$ cat config.mk
export PLATFORM = sky130hd
export DESIGN_NAME = endpoint_config_regs
export DESIGN_NICKNAME = d
export VERILOG_FILES = /design/src/endpoint_config_pkg.sv /design/src/endpoint_cfg_if.sv /design/src/endpoint_cfg_store.sv /design/src/endpoint_config_regs.sv
export SDC_FILE = /design/constraint.sdc
export NUM_CORES = 1
export LEC_CHECK = 0
export ABC_AREA = 0
export ABC_CLOCK_PERIOD_IN_PS = 19700
export BUFFER_PORTS_ARGS = -buffer_cell sky130_fd_sc_hd__buf_2
export CORE_ASPECT_RATIO = 0.7
export CORE_MARGIN = 2
export CORE_UTILIZATION = 30
export DETAILED_ROUTE_END_ITERATION = 6
export PLACE_DENSITY = 0.53
export SLEW_MARGIN = 10
export SYNTH_ARGS = -nofsm -noshare
export SYNTH_HDL_FRONTEND = slang
export SYNTH_SLANG_ARGS = --single-unit
$ cat constraint.sdc
create_clock -name CLK_SYS_I -period 19.7 [get_ports CLK_SYS_I]
set_input_delay 0.985 -clock CLK_SYS_I [delete_from_list [all_inputs] [get_ports CLK_SYS_I]]
set_output_delay 0.985 -clock CLK_SYS_I [all_outputs]
set_load 0.05 [all_outputs]
$ cat src/endpoint_config_pkg.sv
// Constants and types for the per-endpoint configuration registers.
// Overview of operation
// - Writing the packet size register reloads the indexed endpoint's buffer length count.
// - Packet size register holds a separate setting per endpoint, excluding control zero.
// - Transactions field: 00 one, 01 two, 10 three packets; 11 reserved.
// - Transactions setting applies only to high-speed isochronous or interrupt endpoints.
// - Eleven-bit FIFO size field gives buffer bytes at full and high speed.
// - Suppress bit clear sends zero-length packet after DMA IN; set sends none.
// - Enable bit set enables and allocates the endpoint FIFO; clear disables it.
// - Disabling then re-enabling a stalled endpoint resets its data toggle.
// - Double buffer bit set selects double buffering; clear selects single.
// - Type field: 00 unused, 01 isochronous, 10 bulk, 11 interrupt.
// - Bus reset clears every endpoint's buffer length count to zero.
package endpoint_config_pkg;
    localparam int ADDR_W = 8;
    localparam int DATA_W = 16;
    localparam int IDX_W = 4;
    localparam int NUM_EP = 16;
    localparam logic [ADDR_W-1:0] OFS_PACKET_SIZE = 8'h04;
    localparam logic [ADDR_W-1:0] OFS_TYPE_CONTROL = 8'h08;
    localparam int FIFO_SIZE_LSB = 0;
    localparam int FIFO_SIZE_W = 11;
    localparam int TRANS_LSB = 11;
    localparam int TRANS_W = 2;
    localparam int TYPE_LSB = 0;
    localparam int TYPE_W = 2;
    localparam int DBL_BIT = 2;
    localparam int ENABLE_BIT = 3;
    localparam int NOZLP_BIT = 4;
    localparam logic [DATA_W-1:0] PACKET_SIZE_MASK = 16'h1fff;
    localparam logic [DATA_W-1:0] TYPE_CONTROL_MASK = 16'h001f;
    localparam logic [DATA_W-1:0] RESET_VALUE = 16'h0000;
    localparam logic [IDX_W-1:0] CONTROL_EP_INDEX = 4'h0;
    localparam int BUFFER_TOTAL_BYTES = 8192;

    typedef enum logic [1:0]
    {
        EP_UNUSED = 2'b00,
        EP_ISOCHRONOUS = 2'b01,
        EP_BULK = 2'b10,
        EP_INTERRUPT = 2'b11
    } ep_transfer_type;

    typedef enum logic [1:0]
    {
        TRANS_ONE = 2'b00,
        TRANS_TWO = 2'b01,
        TRANS_THREE = 2'b10,
        TRANS_RESERVED = 2'b11
    } trans_code_type;
endpackage : endpoint_config_pkg

$ cat src/endpoint_cfg_if.sv
// Interface carrying register access and selected-endpoint settings.
`timescale 1ns/1ps
`default_nettype none
interface endpoint_cfg_if;
    logic wr_en;
    logic [endpoint_config_pkg::ADDR_W-1:0] addr;
    logic [endpoint_config_pkg::DATA_W-1:0] wdata;
    logic [endpoint_config_pkg::IDX_W-1:0] index;
    logic [endpoint_config_pkg::DATA_W-1:0] packet_size_word;
    logic [endpoint_config_pkg::DATA_W-1:0] type_control_word;
    modport master
    (
        output wr_en,
        output addr,
        output wdata,
        output index,
        input packet_size_word,
        input type_control_word
    );
    modport bank
    (
        input wr_en,
        input addr,
        input wdata,
        input index,
        output packet_size_word,
        output type_control_word
    );
endinterface : endpoint_cfg_if
`default_nettype wire

$ cat src/endpoint_cfg_store.sv
// Per-endpoint storage of the packet size and type control words.
`timescale 1ns/1ps
`default_nettype none
module endpoint_cfg_store
(
    input wire logic CLK_SYS_I,
    input wire logic RST_I,
    endpoint_cfg_if.bank cfg
);
    logic [endpoint_config_pkg::DATA_W-1:0] size_mem_reg [endpoint_config_pkg::NUM_EP];
    logic [endpoint_config_pkg::DATA_W-1:0] type_mem_reg [endpoint_config_pkg::NUM_EP];

    always_ff @(posedge CLK_SYS_I or posedge RST_I)
    begin
        if (RST_I)
        begin
            for (int i = 0; i < endpoint_config_pkg::NUM_EP; i++)
            begin
                size_mem_reg[i] <= endpoint_config_pkg::RESET_VALUE;
            end
        end
        else if (cfg.wr_en && cfg.addr == endpoint_config_pkg::OFS_PACKET_SIZE
                 && cfg.index != endpoint_config_pkg::CONTROL_EP_INDEX)
        begin
            size_mem_reg[cfg.index] <= cfg.wdata & endpoint_config_pkg::PACKET_SIZE_MASK;
        end
    end

    always_ff @(posedge CLK_SYS_I or posedge RST_I)
    begin
        if (RST_I)
        begin
            for (int i = 0; i < endpoint_config_pkg::NUM_EP; i++)
            begin
                type_mem_reg[i] <= endpoint_config_pkg::RESET_VALUE;
            end
        end
        else if (cfg.wr_en && cfg.addr == endpoint_config_pkg::OFS_TYPE_CONTROL)
        begin
            type_mem_reg[cfg.index] <= cfg.wdata & endpoint_config_pkg::TYPE_CONTROL_MASK;
        end
    end

    assign cfg.packet_size_word = size_mem_reg[cfg.index];
    assign cfg.type_control_word = type_mem_reg[cfg.index];
endmodule : endpoint_cfg_store
`default_nettype wire

$ cat src/endpoint_config_regs.sv
// Register bank for per-endpoint packet size and type control.
`timescale 1ns/1ps
`default_nettype none
module endpoint_config_regs
(
    input wire logic CLK_SYS_I,
    input wire logic RST_I,
    input wire logic BUS_RESET_I,
    input wire logic HIGH_SPEED_I,
    input wire logic [endpoint_config_pkg::IDX_W-1:0] EP_INDEX_I,
    input wire logic WR_EN_I,
    input wire logic RD_EN_I,
    input wire logic [endpoint_config_pkg::ADDR_W-1:0] ADDR_I,
    input wire logic [endpoint_config_pkg::DATA_W-1:0] WDATA_I,
    input wire logic LEN_WR_I,
    input wire logic [endpoint_config_pkg::DATA_W-1:0] LEN_WDATA_I,
    input wire logic DMA_IN_DONE_I,
    input wire logic IN_TOKEN_I,
    input wire logic [endpoint_config_pkg::IDX_W-1:0] TOKEN_EP_I,
    output logic [endpoint_config_pkg::DATA_W-1:0] RDATA_O,
    output logic [endpoint_config_pkg::DATA_W-1:0] BUFFER_LENGTH_COUNT_O,
    output logic [endpoint_config_pkg::FIFO_SIZE_W-1:0] FIFO_SIZE_BYTES_O,
    output logic [1:0] PACKETS_PER_MICROFRAME_O,
    output logic [1:0] ENDPOINT_TRANSFER_TYPE_O,
    output logic ENDPOINT_ENABLE_O,
    output logic DOUBLE_BUFFER_ENABLE_O,
    output logic [endpoint_config_pkg::NUM_EP-1:0] FIFO_ALLOCATED_O,
    output logic [endpoint_config_pkg::NUM_EP-1:0] TOGGLE_RESET_O,
    output logic SEND_ZERO_LENGTH_O
);
    endpoint_cfg_if cfg ();

    logic [endpoint_config_pkg::DATA_W-1:0] count_mem_reg [endpoint_config_pkg::NUM_EP];
    logic [endpoint_config_pkg::NUM_EP-1:0] enable_reg;
    logic [endpoint_config_pkg::NUM_EP-1:0] enable_next;
    logic [endpoint_config_pkg::NUM_EP-1:0] zlp_pending_reg;
    logic [endpoint_config_pkg::DATA_W-1:0] size_word;
    logic [endpoint_config_pkg::DATA_W-1:0] type_word;
    logic [endpoint_config_pkg::TRANS_W-1:0] trans_field;
    logic [endpoint_config_pkg::TYPE_W-1:0] type_field;
    logic size_write;
    logic type_write;

    function automatic logic [endpoint_config_pkg::DATA_W-1:0] pick_read
    (
        input logic [endpoint_config_pkg::ADDR_W-1:0] a,
        input logic [endpoint_config_pkg::DATA_W-1:0] s,
        input logic [endpoint_config_pkg::DATA_W-1:0] t
    );
        case (a)
            endpoint_config_pkg::OFS_PACKET_SIZE: pick_read = s;
            endpoint_config_pkg::OFS_TYPE_CONTROL: pick_read = t;
            default: pick_read = endpoint_config_pkg::RESET_VALUE;
        endcase
    endfunction : pick_read

    assign cfg.wr_en = WR_EN_I;
    assign cfg.addr = ADDR_I;
    assign cfg.wdata = WDATA_I;
    assign cfg.index = EP_INDEX_I;
    assign size_word = cfg.packet_size_word;
    assign type_word = cfg.type_control_word;
    assign trans_field =
        size_word[endpoint_config_pkg::TRANS_LSB +: endpoint_config_pkg::TRANS_W];
    assign type_field =
        type_word[endpoint_config_pkg::TYPE_LSB +: endpoint_config_pkg::TYPE_W];

    endpoint_cfg_store u_store
    (
        .CLK_SYS_I(CLK_SYS_I),
        .RST_I(RST_I),
        .cfg(cfg)
    );

    assign size_write = WR_EN_I && ADDR_I == endpoint_config_pkg::OFS_PACKET_SIZE
                        && EP_INDEX_I != endpoint_config_pkg::CONTROL_EP_INDEX;
    assign type_write = WR_EN_I && ADDR_I == endpoint_config_pkg::OFS_TYPE_CONTROL;

    always_ff @(posedge CLK_SYS_I or posedge RST_I)
    begin
        if (RST_I)
        begin
            for (int i = 0; i < endpoint_config_pkg::NUM_EP; i++)
            begin
                count_mem_reg[i] <= endpoint_config_pkg::RESET_VALUE;
            end
        end
        else if (BUS_RESET_I)
        begin
            for (int i = 0; i < endpoint_config_pkg::NUM_EP; i++)
            begin
                count_mem_reg[i] <= endpoint_config_pkg::RESET_VALUE;
            end
        end
        else if (size_write)
        begin
            count_mem_reg[EP_INDEX_I] <= {5'h00, WDATA_I[endpoint_config_pkg::FIFO_SIZE_W-1:0]};
        end
        else if (LEN_WR_I)
        begin
            count_mem_reg[EP_INDEX_I] <= LEN_WDATA_I;
        end
    end

    always_comb
    begin
        enable_next = enable_reg;
        if (type_write)
        begin
            enable_next[EP_INDEX_I] = WDATA_I[endpoint_config_pkg::ENABLE_BIT];
        end
    end

    always_ff @(posedge CLK_SYS_I or posedge RST_I)
    begin
        if (RST_I)
        begin
            enable_reg <= '0;
            TOGGLE_RESET_O <= '0;
        end
        else
        begin
            enable_reg <= enable_next;
            TOGGLE_RESET_O <= enable_next & ~enable_reg;
        end
    end

    always_ff @(posedge CLK_SYS_I or posedge RST_I)
    begin
        if (RST_I)
        begin
            zlp_pending_reg <= '0;
            SEND_ZERO_LENGTH_O <= 1'b0;
        end
        else
        begin
            SEND_ZERO_LENGTH_O <= 1'b0;
            if (IN_TOKEN_I && zlp_pending_reg[TOKEN_EP_I])
            begin
                zlp_pending_reg[TOKEN_EP_I] <= 1'b0;
                SEND_ZERO_LENGTH_O <= 1'b1;
            end
            if (DMA_IN_DONE_I && !type_word[endpoint_config_pkg::NOZLP_BIT])
            begin
                zlp_pending_reg[EP_INDEX_I] <= 1'b1;
            end
        end
    end

    always_ff @(posedge CLK_SYS_I or posedge RST_I)
    begin
        if (RST_I)
        begin
            RDATA_O <= endpoint_config_pkg::RESET_VALUE;
        end
        else if (RD_EN_I)
        begin
            RDATA_O <= pick_read(ADDR_I, size_word, type_word);
        end
    end

    always_ff @(posedge CLK_SYS_I or posedge RST_I)
    begin
        if (RST_I)
        begin
            BUFFER_LENGTH_COUNT_O <= endpoint_config_pkg::RESET_VALUE;
        end
        else
        begin
            BUFFER_LENGTH_COUNT_O <= count_mem_reg[EP_INDEX_I];
        end
    end

    always_ff @(posedge CLK_SYS_I or posedge RST_I)
    begin
        if (RST_I)
        begin
            FIFO_SIZE_BYTES_O <= '0;
        end
        else
        begin
            FIFO_SIZE_BYTES_O <= size_word[endpoint_config_pkg::FIFO_SIZE_W-1:0];
        end
    end

    // Transactions field only reaches the link for high-speed periodic endpoints
    always_ff @(posedge CLK_SYS_I or posedge RST_I)
    begin
        if (RST_I)
        begin
            PACKETS_PER_MICROFRAME_O <= endpoint_config_pkg::TRANS_ONE;
        end
        else if (HIGH_SPEED_I && (type_field == endpoint_config_pkg::EP_ISOCHRONOUS
                 || type_field == endpoint_config_pkg::EP_INTERRUPT))
        begin
            PACKETS_PER_MICROFRAME_O <= trans_field;
        end
        else
        begin
            PACKETS_PER_MICROFRAME_O <= endpoint_config_pkg::TRANS_ONE;
        end
    end

    always_ff @(posedge CLK_SYS_I or posedge RST_I)
    begin
        if (RST_I)
        begin
            ENDPOINT_TRANSFER_TYPE_O <= 2'h0;
        end
        else
        begin
            ENDPOINT_TRANSFER_TYPE_O <= type_field;
        end
    end

    always_ff @(posedge CLK_SYS_I or posedge RST_I)
    begin
        if (RST_I)
        begin
            DOUBLE_BUFFER_ENABLE_O <= 1'b0;
        end
        else
        begin
            DOUBLE_BUFFER_ENABLE_O <= type_word[endpoint_config_pkg::DBL_BIT];
        end
    end

    always_ff @(posedge CLK_SYS_I or posedge RST_I)
    begin
        if (RST_I)
        begin
            ENDPOINT_ENABLE_O <= 1'b0;
        end
        else
        begin
            ENDPOINT_ENABLE_O <= enable_reg[EP_INDEX_I];
        end
    end

    // Per-endpoint view of the enables for the buffer memory allocator
    always_ff @(posedge CLK_SYS_I or posedge RST_I)
    begin
        if (RST_I)
        begin
            FIFO_ALLOCATED_O <= '0;
        end
        else
        begin
            FIFO_ALLOCATED_O <= enable_reg;
        end
    end
endmodule : endpoint_config_regs
`default_nettype wire

After elaboration in Yosys (flattened, before gate mapping)
Cells that the tools add are included.

RAM bits: 0. ROM bits: 0. Output and inout port bits: 82. Register bits: 882. Memories kept: 0. Logic and storage cells: 122. Latch bits: 0.

Muxes and demuxes: 33. Bitwise operators: 6. Multipliers: 0. Div/mod/pow operators: 0. Reduce and logical (&&, ||, !) cells: 13. Equal/unequal tests: 4. Order comparisons: 6. Shift operators: 0. Add/subtract/negate cells: 0.

Operators by type and width (number): bitwise mux 256 bit (4); 2-to-1 mux 256 bit (3); binary-select mux 16 bit (select 4 bit) (3); 2-to-1 mux 16 bit (10); demux 16 bit (select 4 bit) (1); bitwise AND 16 bit (2); inverter 16 bit (2); one-hot mux 16 bit (2 select lines) (1); bitwise mux 16 bit (1); OR 16 bit (1); < comparator 4 x 5 -> 1 bit, second input constant (2); logical AND 1 bit (9); binary-select mux 1 bit (select 4 bit) (2); demux 1 bit (select 4 bit) (2); == test 8 x 3 -> 1 bit, second input constant (1); == test 8 x 4 -> 1 bit, second input constant (1); greater-or-equal comparator 4 x 1 -> 1 bit, second input constant (2); greater-or-equal comparator 5 bit, second input constant (1); < comparator 5 x 1 -> 1 bit, second input constant (1); 2-to-1 mux 1 bit (5); inverter 4 -> 5 bit (1); nonzero test 4 bit (1); nonzero test 3 bit (1); == test 2 x 1 -> 1 bit, second input constant (1); other kinds (4) (4).

Longest topological paths before layout
Word-level depth: 9. Gate-level depth with buffers: 10. Depth with buffers taken out: 5.

Modules after synthesis
Synthesis repeated with hierarchy kept, for this count alone.

Cells, all modules: 2268. Area total of the unflattened synthesis: 29837.4 um2.

By module, submodules not included: endpoint_config_regs (instances 1, area an instance 16547.1 um2, cells each 1425); endpoint_cfg_store (instances 1, area an instance 13290.2 um2, cells each 843).

Least setup slack after synthesis
OpenSTA, ideal clock, no wires.

Path kind: input to register. Start point: input port EP_INDEX_I[1] in the netlist's numbering. End point: register ENDPOINT_ENABLE_O. Slack: 16.665 ns. Data required time: 19.562 ns. Buffers on the path: 5. Setup time: 0.138 ns. Arrival time: 2.897 ns. Stages on the path: 7. Path through: buf_2 > buf_4 > buf_6 > buf_2 > buf_1 > mux4_2 > mux4_2.

Cells in the longest elaborated chain, start to end: 2.

RTL lines: start, declared (line endpoint_config_regs.sv:10) `input wire logic [endpoint_config_pkg::IDX_W-1:0] EP_INDEX_I,`; binary-select mux 1 bit (select 4 bit) (line endpoint_config_regs.sv:236) `ENDPOINT_ENABLE_O <= enable_reg[EP_INDEX_I];`; 2-to-1 mux 1 bit (not written as such) (line endpoint_config_regs.sv:236); end signal, assigned (line endpoint_config_regs.sv:236); end, declared (line endpoint_config_regs.sv:25) `output logic ENDPOINT_ENABLE_O,`.

No other way between the ends. The select of a mux whose other input is x is not followed. A chain may end at the register's enable or synchronous reset.

Final worst setup path
Start point: input port EP_INDEX_I[1] in the netlist's numbering. End point: register PACKETS_PER_MICROFRAME_O[1].

Cells in the longest elaborated chain, start to end: 8. Elaborated cells between the ends (all ways): 12. Classes of those cells: eq/ne (2); mux (7); bitwise (1); reduce/logical (2).

RTL lines: inverter 4 -> 5 bit (not written as such) (*) (line endpoint_cfg_store.sv:44, endpoint_cfg_store.sv:45); binary-select mux 16 bit (select 4 bit) (line endpoint_cfg_store.sv:45) `assign cfg.type_control_word = type_mem_reg[cfg.index];`; 2-to-1 mux 16 bit (not written as such) (2 in a row) (line endpoint_cfg_store.sv:45); == test 2 x 1 -> 1 bit or == test 2 bit (tied branches) (line endpoint_config_regs.sv:193, endpoint_config_regs.sv:194); logical OR 1 bit (line endpoint_config_regs.sv:194) `|| type_field == endpoint_config_pkg::EP_INTERRUPT))`; logical AND 1 bit (line endpoint_config_regs.sv:193) `else if (HIGH_SPEED_I && (type_field == endpoint_config_pkg::EP_ISOCHRONOUS`; 2-to-1 mux 2 bit (*) (line endpoint_config_regs.sv:193); end signal, assigned (line endpoint_config_regs.sv:191) `PACKETS_PER_MICROFRAME_O <= endpoint_config_pkg::TRANS_ONE;`; end signal, assigned (line endpoint_config_regs.sv:196) `PACKETS_PER_MICROFRAME_O <= trans_field;`; end signal, assigned (line endpoint_config_regs.sv:200) `PACKETS_PER_MICROFRAME_O <= endpoint_config_pkg::TRANS_ONE;`; end, declared (line endpoint_config_regs.sv:23) `output logic [1:0] PACKETS_PER_MICROFRAME_O,`.

Every way passes the cells marked *; elsewhere a longest branch is shown, timed or not. The select of a mux whose other input is x is not followed.

==> summary.md <==
| Metric | Value |
|---|---|
| CP Launch Point | `EP_INDEX_I[1]` |
| Sw power | `0.000699 W` |
| Cell Chain, Critical Path | `clkbuf_8 > buf_4 > buf_4 > mux4_2 > a22o_1 > a221oi_1 > buf_4 > nor2_1` |
| Worst-path fanout max | `67` |
| Ys flop type | `dfrtp_1` |
| Initial antenna violation count | `7` |
| Adder-cell share of the synthesized area | `0%` |
| Final Max Tran Viols | `0` |
| Reg clk slew, reported paths | `around 0.060 ns` |
| Multiplexer area fraction after synthesis | `20.7%` |
| Rel. slew slack | `19.2%` |
| I/O pin count | `between 100 and 150` |
| Combinational Power Share | `6.5%` |
| Cell with the most instances after synthesis | `dfrtp_1` |
| Clock Power Share | `46.4%` |
| Synth area leader | `dfrtp_1` |
| Worst Hold Class | `register to register` |
| Overall Global Routing Usage | `17.4%` |
| Placed cells | `~3,700` |
| Number of cell rows | `96` |
| Internal power | `about 0.0022 W` |
| Mapped Area | `just under 0.03 mm^2` |
| Die span in y | `266 um` |
| Post-Syn Instances | `2,383` |
| Crit path time final | `around 4.5 ns` |
| Share of the synthesized area in the top cell type | `55.5%` |
| GP Congestion | `0.831` |
| CP delay by family, top | `buffers and inverters` |
| Top cells by count, synth | `655 x dfrtp_1, 409 x nand2_1, 262 x nor2_1, 166 x a211oi_1, 162 x mux4_2` |
| Max Cap Viol | `0` |
| Postcts setup bufs | `0` |
| # port buffers | `132` |
| CP max stage cell | `buf_4` |
| Final wirelength | `86,300 um` |
| # hold bufs at CTS | `0` |
| Detailed Route Iter0 Violations | `1,771` |
| Crit path kind | `input port to register` |
| Vias in the first global route | `20,900` |
| Critical Path AT | `5.05 ns` |
| Worst r2r src | `u_store.type_mem_reg[36]` |
| Sequential element share of the synthesized area | `approximately 56%` |
| RSZ-0062 raised after global routing | `false` |
| WP buf/inv | `4` |
| CTS max path bufs | `3` |
| Worst slew pin tran | `between 1 and 1.5 ns` |
| Synth warnings | `0` |
| Final net count | `2,483` |
| Fin crit share | `a little under a quarter` |
| Yosys reg bits | `655` |
| Status | `complete, no violations` |
| Share of layout cells above drive strength 1 | `between 20 and 25%` |
| Final Hold Viols | `0` |
| H-tree Lvls | `3` |
| TNS Setup | `0 ns` |
| Area Growth Syn to Fin | `14.0%` |
| Pleak | `15.5 nW` |
| Post-route DRC violation count | `0` |
| Post-synthesis async set-or-reset flop share | `100%` |
| Post-Synth XOR/XNOR Area | `0%` |
| Largest family of logic cells by synthesized area | `multiplexers` |
| Max reg flops | `256` |
| Synth Area in Compound Gates | `about a tenth` |
| Worst-case clock skew | `0.0223 ns` |
| Via Count | `roughly 20,000` |
| Die area | `0.101 mm^2` |
| Unique masters post-synth | `44` |
| Worst path max stage delay | `slightly below 0.9 ns` |
| Antenna Violating Nets Remaining | `0` |
| Power Dens Cells | `a little under 90 mW/mm^2` |
| Max Freq | `221 MHz` |
| Total grt overflow | `0` |
| CP most frequent cell | `buf_4` |
| Sink Count | `655` |
| Clk Latency, worst-skew pair | `0.64 ns` |
| HPWL after detailed placement | `54,400 um` |
| Seq pwr share | `47.2%` |
| Worst Hold Launch | `u_store.size_mem_reg[241]` |
| WP data required | `roughly 20 ns` |
| DR pass1 iterations | `5` |
| DR vias/cell | `~5.3` |
| First-pass GRT wire length | `between 100,000 and 150,000 um` |
| Sw Share | `23.8%` |
| Chip Width | `379 um` |
| Core Area | `0.0978 mm^2` |
| Routed len/inst | `between 20 and 25 um` |
| Post-synth EDFFs | `0` |
| CP startpoint kind | `input port` |
| Initial Util | `30.2%` |
| FF-to-FF setup slack | `16.78 ns` |
| Pin count of the biggest net entering global routing | `182` |
| Largest cells by area after synthesis | `dfrtp_1 56%, mux4_2 12%, nand2_1 5.2%` |
| Worst IR Drop VDD | `0.0523 mV` |
| Clk root buf | `clkbuf_16` |
| Simple-gate share of the synthesized area | `10.3%` |
| Number of CTS-inserted buffers | `69` |
| Crit end category | `register` |
| Fillers | `roughly 9,600` |
| Finished Layout Cells | `3,800` |
| CTS tree | `yes` |
| Setup Viol. Count Final | `0` |
| CTS resizes | `0` |
| Syn Area/Cell | `12.4 um^2` |
[routing by layer]
metal | vias to the layer above | GRT usage, % | routed length (um)
li1 | 8672 | - | -
met1 | 10500 | 24.9 | 39300
met2 | 673 | 26.2 | 39100
met3 | 140 | 3.54 | 5580
met4 | 8 | 5.58 | 2250
met5 | - | 0 | 49
[metrics by stage]
stage,utilization [%],instance area (um^2),hold WS (ns),total power (W),worst slack (ns)
6_report,34.4,33600,0.373,0.00293,15.17
4_1_cts,34.4,33600,0.376,0.00297,15.12
3_3_place_gp,32.0,31300,0.360,0.00159,14.42
5_1_grt,34.4,33600,0.386,0.00304,15.03
2_1_floorplan,-,29500,0.390,0.00154,0.361
3_5_place_dp,32.0,31300,0.363,0.00160,14.46
[path summary, 6_finish.rpt]
| check | endpoint | cells after the start |
|---|---|---|
| max | PACKETS_PER_MICROFRAME_O[1] | 8 |
| min in group asynchronous | FIFO_SIZE_BYTES_O[3] | 2 |
| min | u_store.size_mem_reg[241] | 0 |
| max in group asynchronous | count_mem_reg[163] | 4 |
| min reg2reg | u_store.size_mem_reg[241] | 0 |
| max reg2reg | zlp_pending_reg[4] | 5 |
[cell type report]
cell class	count	area, um^2	share of cell area (%)
flip-flops and latches	655	16400	48.7
multi-input cells	1512	12100	36.1
clock buffers	95	2020	5.99
well taps	1323	1660	4.92
repair buffers	179	1050	3.12
clock inverters	26	335	0.997
inverters	9	41.3	0.123
diodes	1	2.50	0.00744
[cell usage in the layout, fill, tap and decap left out, types with 4 or more instances in the layout]
master	count
a2111oi_4	15
a211oi_1	166
a211oi_2	4
a21o_1	6
a21oi_1	58
a22oi_1	41
a32oi_1	30
and3_1	4
buf_2	129
buf_4	46
bufinv_16	7
clkbuf_1	8
clkbuf_16	70
clkbuf_8	19
clkinv_2	13
dfrtp_1	655
inv_1	4
inv_6	4
mux2_1	122
mux2_2	73
mux2i_1	15
mux2i_2	9
mux4_2	162
nand2_1	408
nand2b_1	6
nand3_1	54
nand4_1	4
nor2_1	261
nor2_2	4
nor2b_1	8
o2111ai_1	15
o21ai_0	7
o21ai_1	10
o2bb2ai_1	5
[logic make-up after synthesis]
| family | count (synthesis) |
|---|---|
| other | 1 |
| muxes | 381 |
| AOI/OAI and AO/OA | 366 |
| and+or+nand+nor | 762 |
| buffers and inverters | 218 |
| DFF | 655 |
[power groups by stage]
stage	Combinational [W]	Sequential (W)	Clock (W)
2_1_floorplan	0.000126	0.00141	0
3_3_place_gp	0.000186	0.00140	0
3_5_place_dp	0.000191	0.00141	0
4_1_cts	0.000192	0.00138	0.00140
5_1_grt	0.000208	0.00138	0.00145
6_report	0.000189	0.00138	0.00136
[worst reg2reg max path: stages, from the launching register on]
cell	delay [ns]
dfrtp_1	0.38
mux4_2	0.50
a22o_1	0.25
a221oi_1	0.79
nand2_1	0.57
o21ai_0	0.34
Power figures use the tool's default switching activity.
